File: config.mk
export PLATFORM = sky130hd
export DESIGN_NAME = bcce_core
export DESIGN_NICKNAME = d
export VERILOG_FILES = /design/src/bcce_pkg.sv /design/src/bcce_core.sv
export SDC_FILE = /design/constraint.sdc
export NUM_CORES = 2
export LEC_CHECK = 0
export BUFFER_PORTS_ARGS = -buffer_cell sky130_fd_sc_hd__buf_2
export CORE_MARGIN = 2
export CORE_UTILIZATION = 30
export CTS_CLUSTER_DIAMETER = 100
export DETAILED_ROUTE_END_ITERATION = 10
export PLACE_DENSITY = 0.54
export SLEW_MARGIN = 20
export SYNTH_ARGS = -nofsm -noshare
export SYNTH_HDL_FRONTEND = slang
export SYNTH_SLANG_ARGS = --single-unit
File: constraint.sdc
create_clock -name pclk -period 7 [get_ports pclk]
set_input_delay 1.4 -clock pclk [delete_from_list [all_inputs] [get_ports pclk]]
set_output_delay 1.4 -clock pclk [all_outputs]
set_load 0.02 [all_outputs]
File: src/bcce_pkg.sv
package bcce_pkg;

  // ------------------------------------------------------------
  // Register map (byte addresses)
  // ------------------------------------------------------------
  localparam logic [7:0] ADDR_INSTR  = 8'h00;
  localparam logic [7:0] ADDR_STATUS = 8'h04;
  localparam logic [7:0] ADDR_WORKING       = 8'h08;
  localparam logic [7:0] ADDR_PC            = 8'h0C;
  localparam logic [7:0] ADDR_PC_HIGH_LATCH = 8'h10;
  localparam logic [7:0] ADDR_STACK_TOP     = 8'h14;
  localparam logic [7:0] ADDR_FADDR  = 8'h18;
  localparam logic [7:0] ADDR_FDATA  = 8'h1C;

  // ------------------------------------------------------------
  // Status field positions and reset values
  // ------------------------------------------------------------
  localparam int ST_Z_BIT    = 0;
  localparam int ST_TO_BIT   = 1;
  localparam int ST_POWER_DOWN_BIT = 2;
  localparam int ST_SKIP_BIT = 3;
  localparam int ST_BUSY_BIT = 4;
  localparam logic        RST_TO     = 1'b1;
  localparam logic        RST_POWER_DOWN = 1'b1;
  localparam logic [15:0] RST_PC     = 16'h0000;
  localparam logic [7:0]  RST_BYTE   = 8'h00;

  // ------------------------------------------------------------
  // Opcode patterns
  // ------------------------------------------------------------
  localparam logic [4:0]  PAT_BIT_TEST_SKIP      = 5'h12;
  localparam logic [4:0]  PAT_BIT_TOGGLE         = 5'h07;
  localparam logic [2:0]  PAT_CALL               = 3'h7;
  localparam logic [6:0]  PAT_CLEAR_FILE         = 7'h14;
  localparam logic [15:0] PAT_WATCHDOG_CLEAR     = 16'h0004;
  localparam logic [6:0]  PAT_COMPLEMENT_FILE    = 7'h09;
  localparam logic [7:0]  PAT_COMPARE_EQUAL_SKIP = 8'h31;

  typedef enum logic [3:0] {
    OP_NOP, OP_HOLD, OP_BIT_TEST_SKIP, OP_BIT_TOGGLE, OP_CALL, OP_CLEAR_FILE, OP_WATCHDOG_CLEAR,
    OP_COMPLEMENT_FILE, OP_COMPARE_EQUAL_SKIP
  } bcce_op_t;

  typedef enum logic [4:0] {
    ST_IDLE = 5'b00001,
    ST_Q1   = 5'b00010,
    ST_Q2   = 5'b00100,
    ST_Q3   = 5'b01000,
    ST_Q4   = 5'b10000
  } bcce_state_t;

  typedef struct packed {
    bcce_op_t    op;
    logic [7:0]  faddr;
    logic [2:0]  bsel;
    logic        dsel;
    logic [12:0] lit;
  } bcce_exec_t;

endpackage

File: src/bcce_core.sv
`timescale 1ns/10ps
module bcce_core
  import bcce_pkg::*;
#(
  parameter int STACK_DEPTH = 16
) (
  input  wire logic        pclk,
  input  wire logic        presetn,
  input  wire logic        psel,
  input  wire logic        penable,
  input  wire logic        pwrite,
  input  wire logic [7:0]  paddr,
  input  wire logic [31:0] pwdata,
  output logic [31:0]      prdata,
  output logic             pready,
  output logic             pslverr,
  output logic             watchdog_clear
);

  localparam int SPW = $clog2(STACK_DEPTH);

  // ------------------------------------------------------------
  // State
  // ------------------------------------------------------------
  bcce_state_t    state_reg,   state_next;
  bcce_exec_t     ex_reg,      ex_next;
  logic [15:0]    instr_reg,   instr_next;
  logic           call2_reg,   call2_next;
  logic           skip_reg,    skip_next;
  logic [7:0]     operand_reg, operand_next;
  logic [7:0]     result_reg,  result_next;
  logic [7:0]     working_register_reg, working_register_next;
  logic [15:0]    pc_reg,      pc_next;
  logic [7:0]     program_counter_high_latch_reg, program_counter_high_latch_next;
  logic           z_reg,       z_next;
  logic           timeout_status_bit_reg, timeout_status_bit_next;
  logic           power_down_status_bit_reg, power_down_status_bit_next;
  logic [SPW-1:0] sp_reg,      sp_next;
  logic [7:0]     faddr_reg,   faddr_next;
  logic [31:0]    prdata_reg,  prdata_next;
  logic           pready_reg,  pready_next;
  logic           pslverr_reg, pslverr_next;
  logic           watchdog_clear_reg, watchdog_clear_next;

  logic [7:0]     dmem [256];
  logic [15:0]    stack [STACK_DEPTH];
  logic           mem_we;
  logic [7:0]     mem_addr;
  logic [7:0]     mem_wd;
  logic           push;
  logic           busy;
  logic           setup;
  logic           wr_ok;
  logic [15:0]    stack_top;
  logic [7:0]     diff;

  assign prdata    = prdata_reg;
  assign pready    = pready_reg;
  assign pslverr   = pslverr_reg;
  assign watchdog_clear = watchdog_clear_reg;

  // ------------------------------------------------------------
  // Decode helpers
  // ------------------------------------------------------------
  function automatic bcce_op_t decode_op(input logic [15:0] ins);
    bcce_op_t op;
    op = OP_NOP;
    if (ins[15:13] == PAT_CALL) begin
      op = OP_CALL;
    end else if (ins[15:11] == PAT_BIT_TEST_SKIP) begin
      op = OP_BIT_TEST_SKIP;
    end else if (ins[15:11] == PAT_BIT_TOGGLE) begin
      op = OP_BIT_TOGGLE;
    end else if (ins[15:9] == PAT_CLEAR_FILE) begin
      op = OP_CLEAR_FILE;
    end else if (ins == PAT_WATCHDOG_CLEAR) begin
      op = OP_WATCHDOG_CLEAR;
    end else if (ins[15:9] == PAT_COMPLEMENT_FILE) begin
      op = OP_COMPLEMENT_FILE;
    end else if (ins[15:8] == PAT_COMPARE_EQUAL_SKIP) begin
      op = OP_COMPARE_EQUAL_SKIP;
    end
    return op;
  endfunction

  function automatic logic addr_mapped(input logic [7:0] a);
    return (a == ADDR_INSTR) || (a == ADDR_STATUS) || (a == ADDR_WORKING) || (a == ADDR_PC) ||
           (a == ADDR_PC_HIGH_LATCH) || (a == ADDR_STACK_TOP) || (a == ADDR_FADDR) || (a == ADDR_FDATA);
  endfunction

  assign busy  = (state_reg != ST_IDLE);
  assign setup = psel && !penable;
  // Writes refused at setup are dropped at access
  assign wr_ok = psel && penable && pwrite && pready_reg && !pslverr_reg;
  assign stack_top = stack[sp_reg - SPW'(1)];
  assign diff  = operand_reg - working_register_reg;

  // ------------------------------------------------------------
  // Next state
  // ------------------------------------------------------------
  always_comb begin
    state_next   = state_reg;
    ex_next      = ex_reg;
    instr_next   = instr_reg;
    call2_next   = call2_reg;
    skip_next    = skip_reg;
    operand_next = operand_reg;
    result_next  = result_reg;
    working_register_next = working_register_reg;
    pc_next      = pc_reg;
    program_counter_high_latch_next = program_counter_high_latch_reg;
    z_next       = z_reg;
    timeout_status_bit_next    = timeout_status_bit_reg;
    power_down_status_bit_next = power_down_status_bit_reg;
    sp_next      = sp_reg;
    faddr_next   = faddr_reg;
    watchdog_clear_next = 1'b0;
    mem_we       = 1'b0;
    mem_addr     = faddr_reg;
    mem_wd       = pwdata[7:0];
    push         = 1'b0;

    case (state_reg)
      ST_IDLE: begin
        if (wr_ok && paddr == ADDR_INSTR) begin
          instr_next = pwdata[15:0];
          state_next = ST_Q1;
        end
      end
      ST_Q1: begin
        ex_next.faddr = instr_reg[7:0];
        ex_next.bsel  = instr_reg[10:8];
        ex_next.dsel  = instr_reg[8];
        ex_next.lit   = instr_reg[12:0];
        if (call2_reg) begin
          ex_next.op = OP_HOLD;
          call2_next = 1'b0;
        end else if (skip_reg) begin
          ex_next.op = OP_NOP;
          skip_next  = 1'b0;
        end else begin
          ex_next.op = decode_op(instr_reg);
        end
        state_next = ST_Q2;
      end
      ST_Q2: begin
        operand_next = dmem[ex_reg.faddr];
        if (ex_reg.op == OP_CALL) begin
          push    = 1'b1;
          sp_next = sp_reg + SPW'(1);
        end
        state_next = ST_Q3;
      end
      ST_Q3: begin
        result_next = operand_reg;
        case (ex_reg.op)
          OP_BIT_TEST_SKIP:      skip_next   = operand_reg[ex_reg.bsel];
          OP_BIT_TOGGLE:         result_next = operand_reg ^ (8'h01 << ex_reg.bsel);
          OP_CLEAR_FILE:         result_next = 8'h00;
          OP_COMPLEMENT_FILE:    result_next = ~operand_reg;
          OP_COMPARE_EQUAL_SKIP: skip_next   = (diff == 8'h00);
          default:   result_next = operand_reg;
        endcase
        state_next = ST_Q4;
      end
      ST_Q4: begin
        mem_addr   = ex_reg.faddr;
        mem_wd     = result_reg;
        state_next = ST_IDLE;
        if (ex_reg.op != OP_HOLD && ex_reg.op != OP_CALL) begin
          pc_next = pc_reg + 16'h0001;
        end
        case (ex_reg.op)
          OP_BIT_TOGGLE: mem_we = 1'b1;
          OP_CLEAR_FILE: begin
            mem_we = 1'b1;
            if (!ex_reg.dsel) begin
              working_register_next = 8'h00;
            end
          end
          OP_COMPLEMENT_FILE: begin
            z_next = (result_reg == 8'h00);
            if (ex_reg.dsel) begin
              mem_we = 1'b1;
            end else begin
              working_register_next = result_reg;
            end
          end
          OP_WATCHDOG_CLEAR: begin
            watchdog_clear_next = 1'b1;
            timeout_status_bit_next    = 1'b1;
            power_down_status_bit_next = 1'b1;
          end
          OP_CALL: begin
            // Top bits kept: no reach outside the page
            pc_next = {pc_reg[15:13], ex_reg.lit};
            program_counter_high_latch_next = {pc_reg[15:13], ex_reg.lit[12:8]};
            call2_next = 1'b1;
            state_next = ST_Q1;
          end
          default: mem_we = 1'b0;
        endcase
      end
      default: state_next = ST_IDLE;
    endcase

    if (wr_ok && !busy) begin
      if (paddr == ADDR_STATUS) begin
        z_next = pwdata[ST_Z_BIT];
        timeout_status_bit_next    = pwdata[ST_TO_BIT];
        power_down_status_bit_next = pwdata[ST_POWER_DOWN_BIT];
      end else if (paddr == ADDR_WORKING) begin
        working_register_next = pwdata[7:0];
      end else if (paddr == ADDR_PC) begin
        pc_next = pwdata[15:0];
      end else if (paddr == ADDR_PC_HIGH_LATCH) begin
        program_counter_high_latch_next = pwdata[7:0];
      end else if (paddr == ADDR_FADDR) begin
        faddr_next = pwdata[7:0];
      end else if (paddr == ADDR_FDATA) begin
        mem_we = 1'b1;
      end
    end
  end

  // ------------------------------------------------------------
  // APB answer: zero wait states
  // ------------------------------------------------------------
  always_comb begin
    pready_next  = setup;
    pslverr_next = setup && (!addr_mapped(paddr) || (pwrite && busy));
    prdata_next  = 32'h0000_0000;
    if (setup && !pwrite) begin
      if (paddr == ADDR_INSTR) begin
        prdata_next = {16'h0000, instr_reg};
      end else if (paddr == ADDR_STATUS) begin
        prdata_next = {27'h0000000, busy, skip_reg, power_down_status_bit_reg,
                       timeout_status_bit_reg, z_reg};
      end else if (paddr == ADDR_WORKING) begin
        prdata_next = {24'h000000, working_register_reg};
      end else if (paddr == ADDR_PC) begin
        prdata_next = {16'h0000, pc_reg};
      end else if (paddr == ADDR_PC_HIGH_LATCH) begin
        prdata_next = {24'h000000, program_counter_high_latch_reg};
      end else if (paddr == ADDR_STACK_TOP) begin
        prdata_next = {16'h0000, stack_top};
      end else if (paddr == ADDR_FADDR) begin
        prdata_next = {24'h000000, faddr_reg};
      end else if (paddr == ADDR_FDATA) begin
        prdata_next = {24'h000000, dmem[faddr_reg]};
      end
    end
  end

  // ------------------------------------------------------------
  // Registers
  // ------------------------------------------------------------
  always_ff @(posedge pclk or negedge presetn) begin
    if (!presetn) begin
      state_reg   <= ST_IDLE;
      ex_reg      <= '0;
      instr_reg   <= 16'h0000;
      call2_reg   <= 1'b0;
      skip_reg    <= 1'b0;
      operand_reg <= RST_BYTE;
      result_reg  <= RST_BYTE;
      working_register_reg <= RST_BYTE;
      pc_reg      <= RST_PC;
      program_counter_high_latch_reg <= RST_BYTE;
      z_reg       <= 1'b0;
      timeout_status_bit_reg    <= RST_TO;
      power_down_status_bit_reg <= RST_POWER_DOWN;
      sp_reg      <= '0;
      faddr_reg   <= RST_BYTE;
      prdata_reg  <= 32'h0000_0000;
      pready_reg  <= 1'b0;
      pslverr_reg <= 1'b0;
      watchdog_clear_reg <= 1'b0;
    end else begin
      state_reg   <= state_next;
      ex_reg      <= ex_next;
      instr_reg   <= instr_next;
      call2_reg   <= call2_next;
      skip_reg    <= skip_next;
      operand_reg <= operand_next;
      result_reg  <= result_next;
      working_register_reg <= working_register_next;
      pc_reg      <= pc_next;
      program_counter_high_latch_reg <= program_counter_high_latch_next;
      z_reg       <= z_next;
      timeout_status_bit_reg    <= timeout_status_bit_next;
      power_down_status_bit_reg <= power_down_status_bit_next;
      sp_reg      <= sp_next;
      faddr_reg   <= faddr_next;
      prdata_reg  <= prdata_next;
      pready_reg  <= pready_next;
      pslverr_reg <= pslverr_next;
      watchdog_clear_reg <= watchdog_clear_next;
    end
  end

  // Storage arrays carry no reset
  always_ff @(posedge pclk) begin
    if (mem_we) begin
      dmem[mem_addr] <= mem_wd;
    end
    if (push) begin
      stack[sp_reg] <= pc_reg + 16'h0001;
    end
  end
endmodule

==> impl_metrics.py <==
metrics = {
    "timing": {
        "finalHoldViolations": 0,
        "worst_pin_slew_ps": 1330,
        "fin_skew_ps": 50.7,
        "finalCriticalPeriod_ps": 5140,
        "slew-limit-headroom": 0.113,
        "rsz0062_at_grt": "no",
        "slew_viol_final": 0,
        "fmax_mhz": 194,
        "finalSetupViolCount": 0,
        "finalCritPeriodShare": 0.735,
        "tns_ps": 0,
    },
    "logic_synthesis": {
        "synth_edf_count": 2304,
        "yosysWarnings": 0,
        "synth_top_cells_by_area": "edfxtp_1 (62%), mux4_2 (26%), dfrtp_1 (2.7%)",
        "synth.distinct_cells": 76,
        "synth_common_cells": "edfxtp_1 (2304), mux4_2 (1319), nor2_1 (369)",
        "synthesis.area_um2": 112000,
        "netlist_instances": 5602,
        "synth_most_common_cell": "edfxtp_1",
        "yosysTopAreaCell": "edfxtp_1",
        "synth.top_cell.area_share": 0.616,
        "synth-seq-cells": 2426,
        "postSynth.asyncResetShare": 0.0503,
        "synth_area_per_cell_um2": 20.0,
        "seq_area_frac_synth": 0.643,
        "synthFlopType": "edfxtp_1",
    },
    "power": {
        "ir_drop_mv": 0.202,
        "p_leak_nw": 37.0,
        "power.density_nw_per_um2": 241,
    },
    "final_layout": {
        "multi_input_area_um2": 37900,
        "syn_to_final_growth_pct": 13.5,
        "fin_area_um2": 127000,
        "seqCellArea_um2": 72300,
        "layout.cells.non_filler": 10900,
        "drive_above_1_share": 0.346,
        "fillers": 34600,
        "largest_reg_flops": 2048,
        "layout.nets": 5733,
    },
    "run": {
        "maxCapViolCount": 0,
    },
    "place": {
        "place.gp.congestion": 0.859,
        "dp_cells": 10400,
        "hpwl_mm": 221,
        "io_buffers": 47,
        "place_area_um2": 118000,
    },
    "run_status": {
        "run_status": "finished clean",
    },
    "floorplan": {
        "num_rows": 224,
        "die_h_um": 616,
        "ioPinCount": 80,
        "design.core.area_um2": 372000,
        "dieArea_um2": 379000,
        "die_w_um": 616,
        "start_util": 0.301,
    },
    "cts": {
        "htreeDepth": 5,
        "cts_setup_buffers": 0,
        "path_clk_slew_ps": 60,
        "cts_hold_buffers": 0,
        "tritoncts": "done",
        "numCtsBuffers": 280,
        "cts_buffer_depth": 4,
        "cts-root-buf": "clkbuf_16",
        "cts.sinks": 2426,
        "insertion_delay_ps": 910,
        "post_cts_resized": 0,
    },
    "detailed_routing": {
        "firstDrtPassIters": 8,
        "ant_nets": 0,
        "viasPerCell": 5.61,
        "drt_wl_total_mm": 348,
        "drt-initial-drc-count": 7315,
        "drcViolationCount": 0,
        "wl_per_cell_um": 32.0,
        "num_vias": 61000,
    },
    "worst_setup_path": {
        "cp_max_fo": 10,
        "critPathKind": "in2reg",
        "end_kind": "flip-flop",
        "start_kind": "primary input",
        "worstPathRequired_ps": 7520,
        "crit_arrival_ps": 5660,
    },
    "min_path": {
        "holdCritPathClass": "in2async",
    },
    "global_routing": {
        "grt_max_degree": 197,
        "antenna_found_initial": 18,
        "grtUsageTotal": 0.180,
        "grt_pass1_wl_mm": 487,
        "grt_pass1_vias": 61800,
        "grt_overflow_total": 0,
    },
}
-- per-stage QoR --
stage          utilization  power (mW)  setup WS [ps]  hold WS [ps]
6_report             0.342        30.7           1860           497
5_1_grt              0.342        31.4           1850           534
3_5_place_dp         0.318        16.5           1010           509
4_1_cts              0.342        30.9           1960           468
3_3_place_gp         0.318        16.5           1090           494
2_1_floorplan            -        16.4           1440           442
-- critical path, stage by stage --
cell       delay, ps
buf_2            100
or4_4            610
nor4_4           610
a2bb2oi_1        320
nor2_1           160
a32oi_1          120
nor2_1           270
nand2_1          670
buf_4            530
nor2_1           780
-- cell usage in the layout (no fill, tap or decap), types with 16 or more instances in the layout --
| master | instances |
|---|---|
| a211oi_1 | 19 |
| a21oi_1 | 59 |
| a22oi_1 | 30 |
| a31oi_1 | 28 |
| a32oi_1 | 26 |
| and2_1 | 23 |
| and3_1 | 16 |
| buf_12 | 30 |
| buf_2 | 46 |
| buf_4 | 146 |
| bufinv_16 | 22 |
| clkbuf_1 | 49 |
| clkbuf_16 | 284 |
| clkinv_1 | 68 |
| clkinv_2 | 38 |
| conb_1 | 16 |
| dfrtp_1 | 107 |
| edfxtp_1 | 2304 |
| inv_1 | 24 |
| inv_6 | 16 |
| mux2_2 | 29 |
| mux2i_1 | 94 |
| mux4_2 | 1319 |
| nand2_1 | 248 |
| nand3_1 | 27 |
| nor2_1 | 365 |
| nor2b_1 | 25 |
| nor3_1 | 21 |
| nor4_1 | 19 |
| o21ai_0 | 76 |
| o22ai_1 | 52 |
-- layout make-up --
| type | count | share of cell area |
|---|---|---|
| timing repair buffer | 227 | 0.0159 |
| clock buffer | 341 | 0.0581 |
| tap | 4972 | 0.0488 |
| antenna | 2 | 0.0000393 |
| sequential | 2426 | 0.567 |
| multi-input combinational | 2715 | 0.298 |
| clock inverter | 162 | 0.0116 |
| inverter | 26 | 0.000825 |
-- path summary, 6_finish.rpt --
check                             startpoint           end  slack [ps]  cells past startpoint
max in group asynchronous            presetn  faddr_reg[1]        5120                      2
worst min-delay path                 presetn     prdata[9]         500                      1
min in group pclk                 ex_reg[11]    ex_reg[11]         540                      2
worst min register to register    ex_reg[11]    ex_reg[11]         540                      2
worst max register to register  faddr_reg[1]     prdata[2]        2110                      8
worst max-delay path                paddr[7]  dmem[238][1]        1860                     10
-- power by group --
| group | switching, mW | internal, mW | leakage, nW | total (mW) |
|---|---|---|---|---|
| Clock | 6.06 | 8.36 | 4.33 | 14.4 |
| Sequential | 0.00312 | 15.9 | 21.7 | 15.9 |
| Combinational | 0.319 | 0.0578 | 10.9 | 0.377 |
| Total | 6.38 | 24.3 | 37.0 | 30.7 |
-- cells by family (layout without fill, tap and decap cells) --
kind of cell / after synthesis / after routing / synth area share
muxes: 1442 / 1442 / 0.276
other: 1 / 18 / 0.0000334
DFF: 2426 / 2426 / 0.643
xor gates and xnor gates: 30 / 30 / 0.00234
and+or+nand+nor: 841 / 841 / 0.0332
adders and majority gates: 12 / 12 / 0.00134
AOI/OAI and AO/OA: 374 / 374 / 0.0221
buffers and inverters: 476 / 756 / 0.0216
-- metal layers --
metal | vias to the layer above | part of all wire | GRT usage | wire, um
met3 | 525 | 0.081 | 0.0369 | 28300
met4 | 12 | 0.031 | 0.0540 | 10900
met1 | 33500 | 0.41 | 0.245 | 142000
met2 | 2776 | 0.48 | 0.291 | 167000
li1 | 24200 | - | - | -
met5 | - | 0.00021 | 0 | 74
No activity file was read; power rests on OpenSTA's default activity.
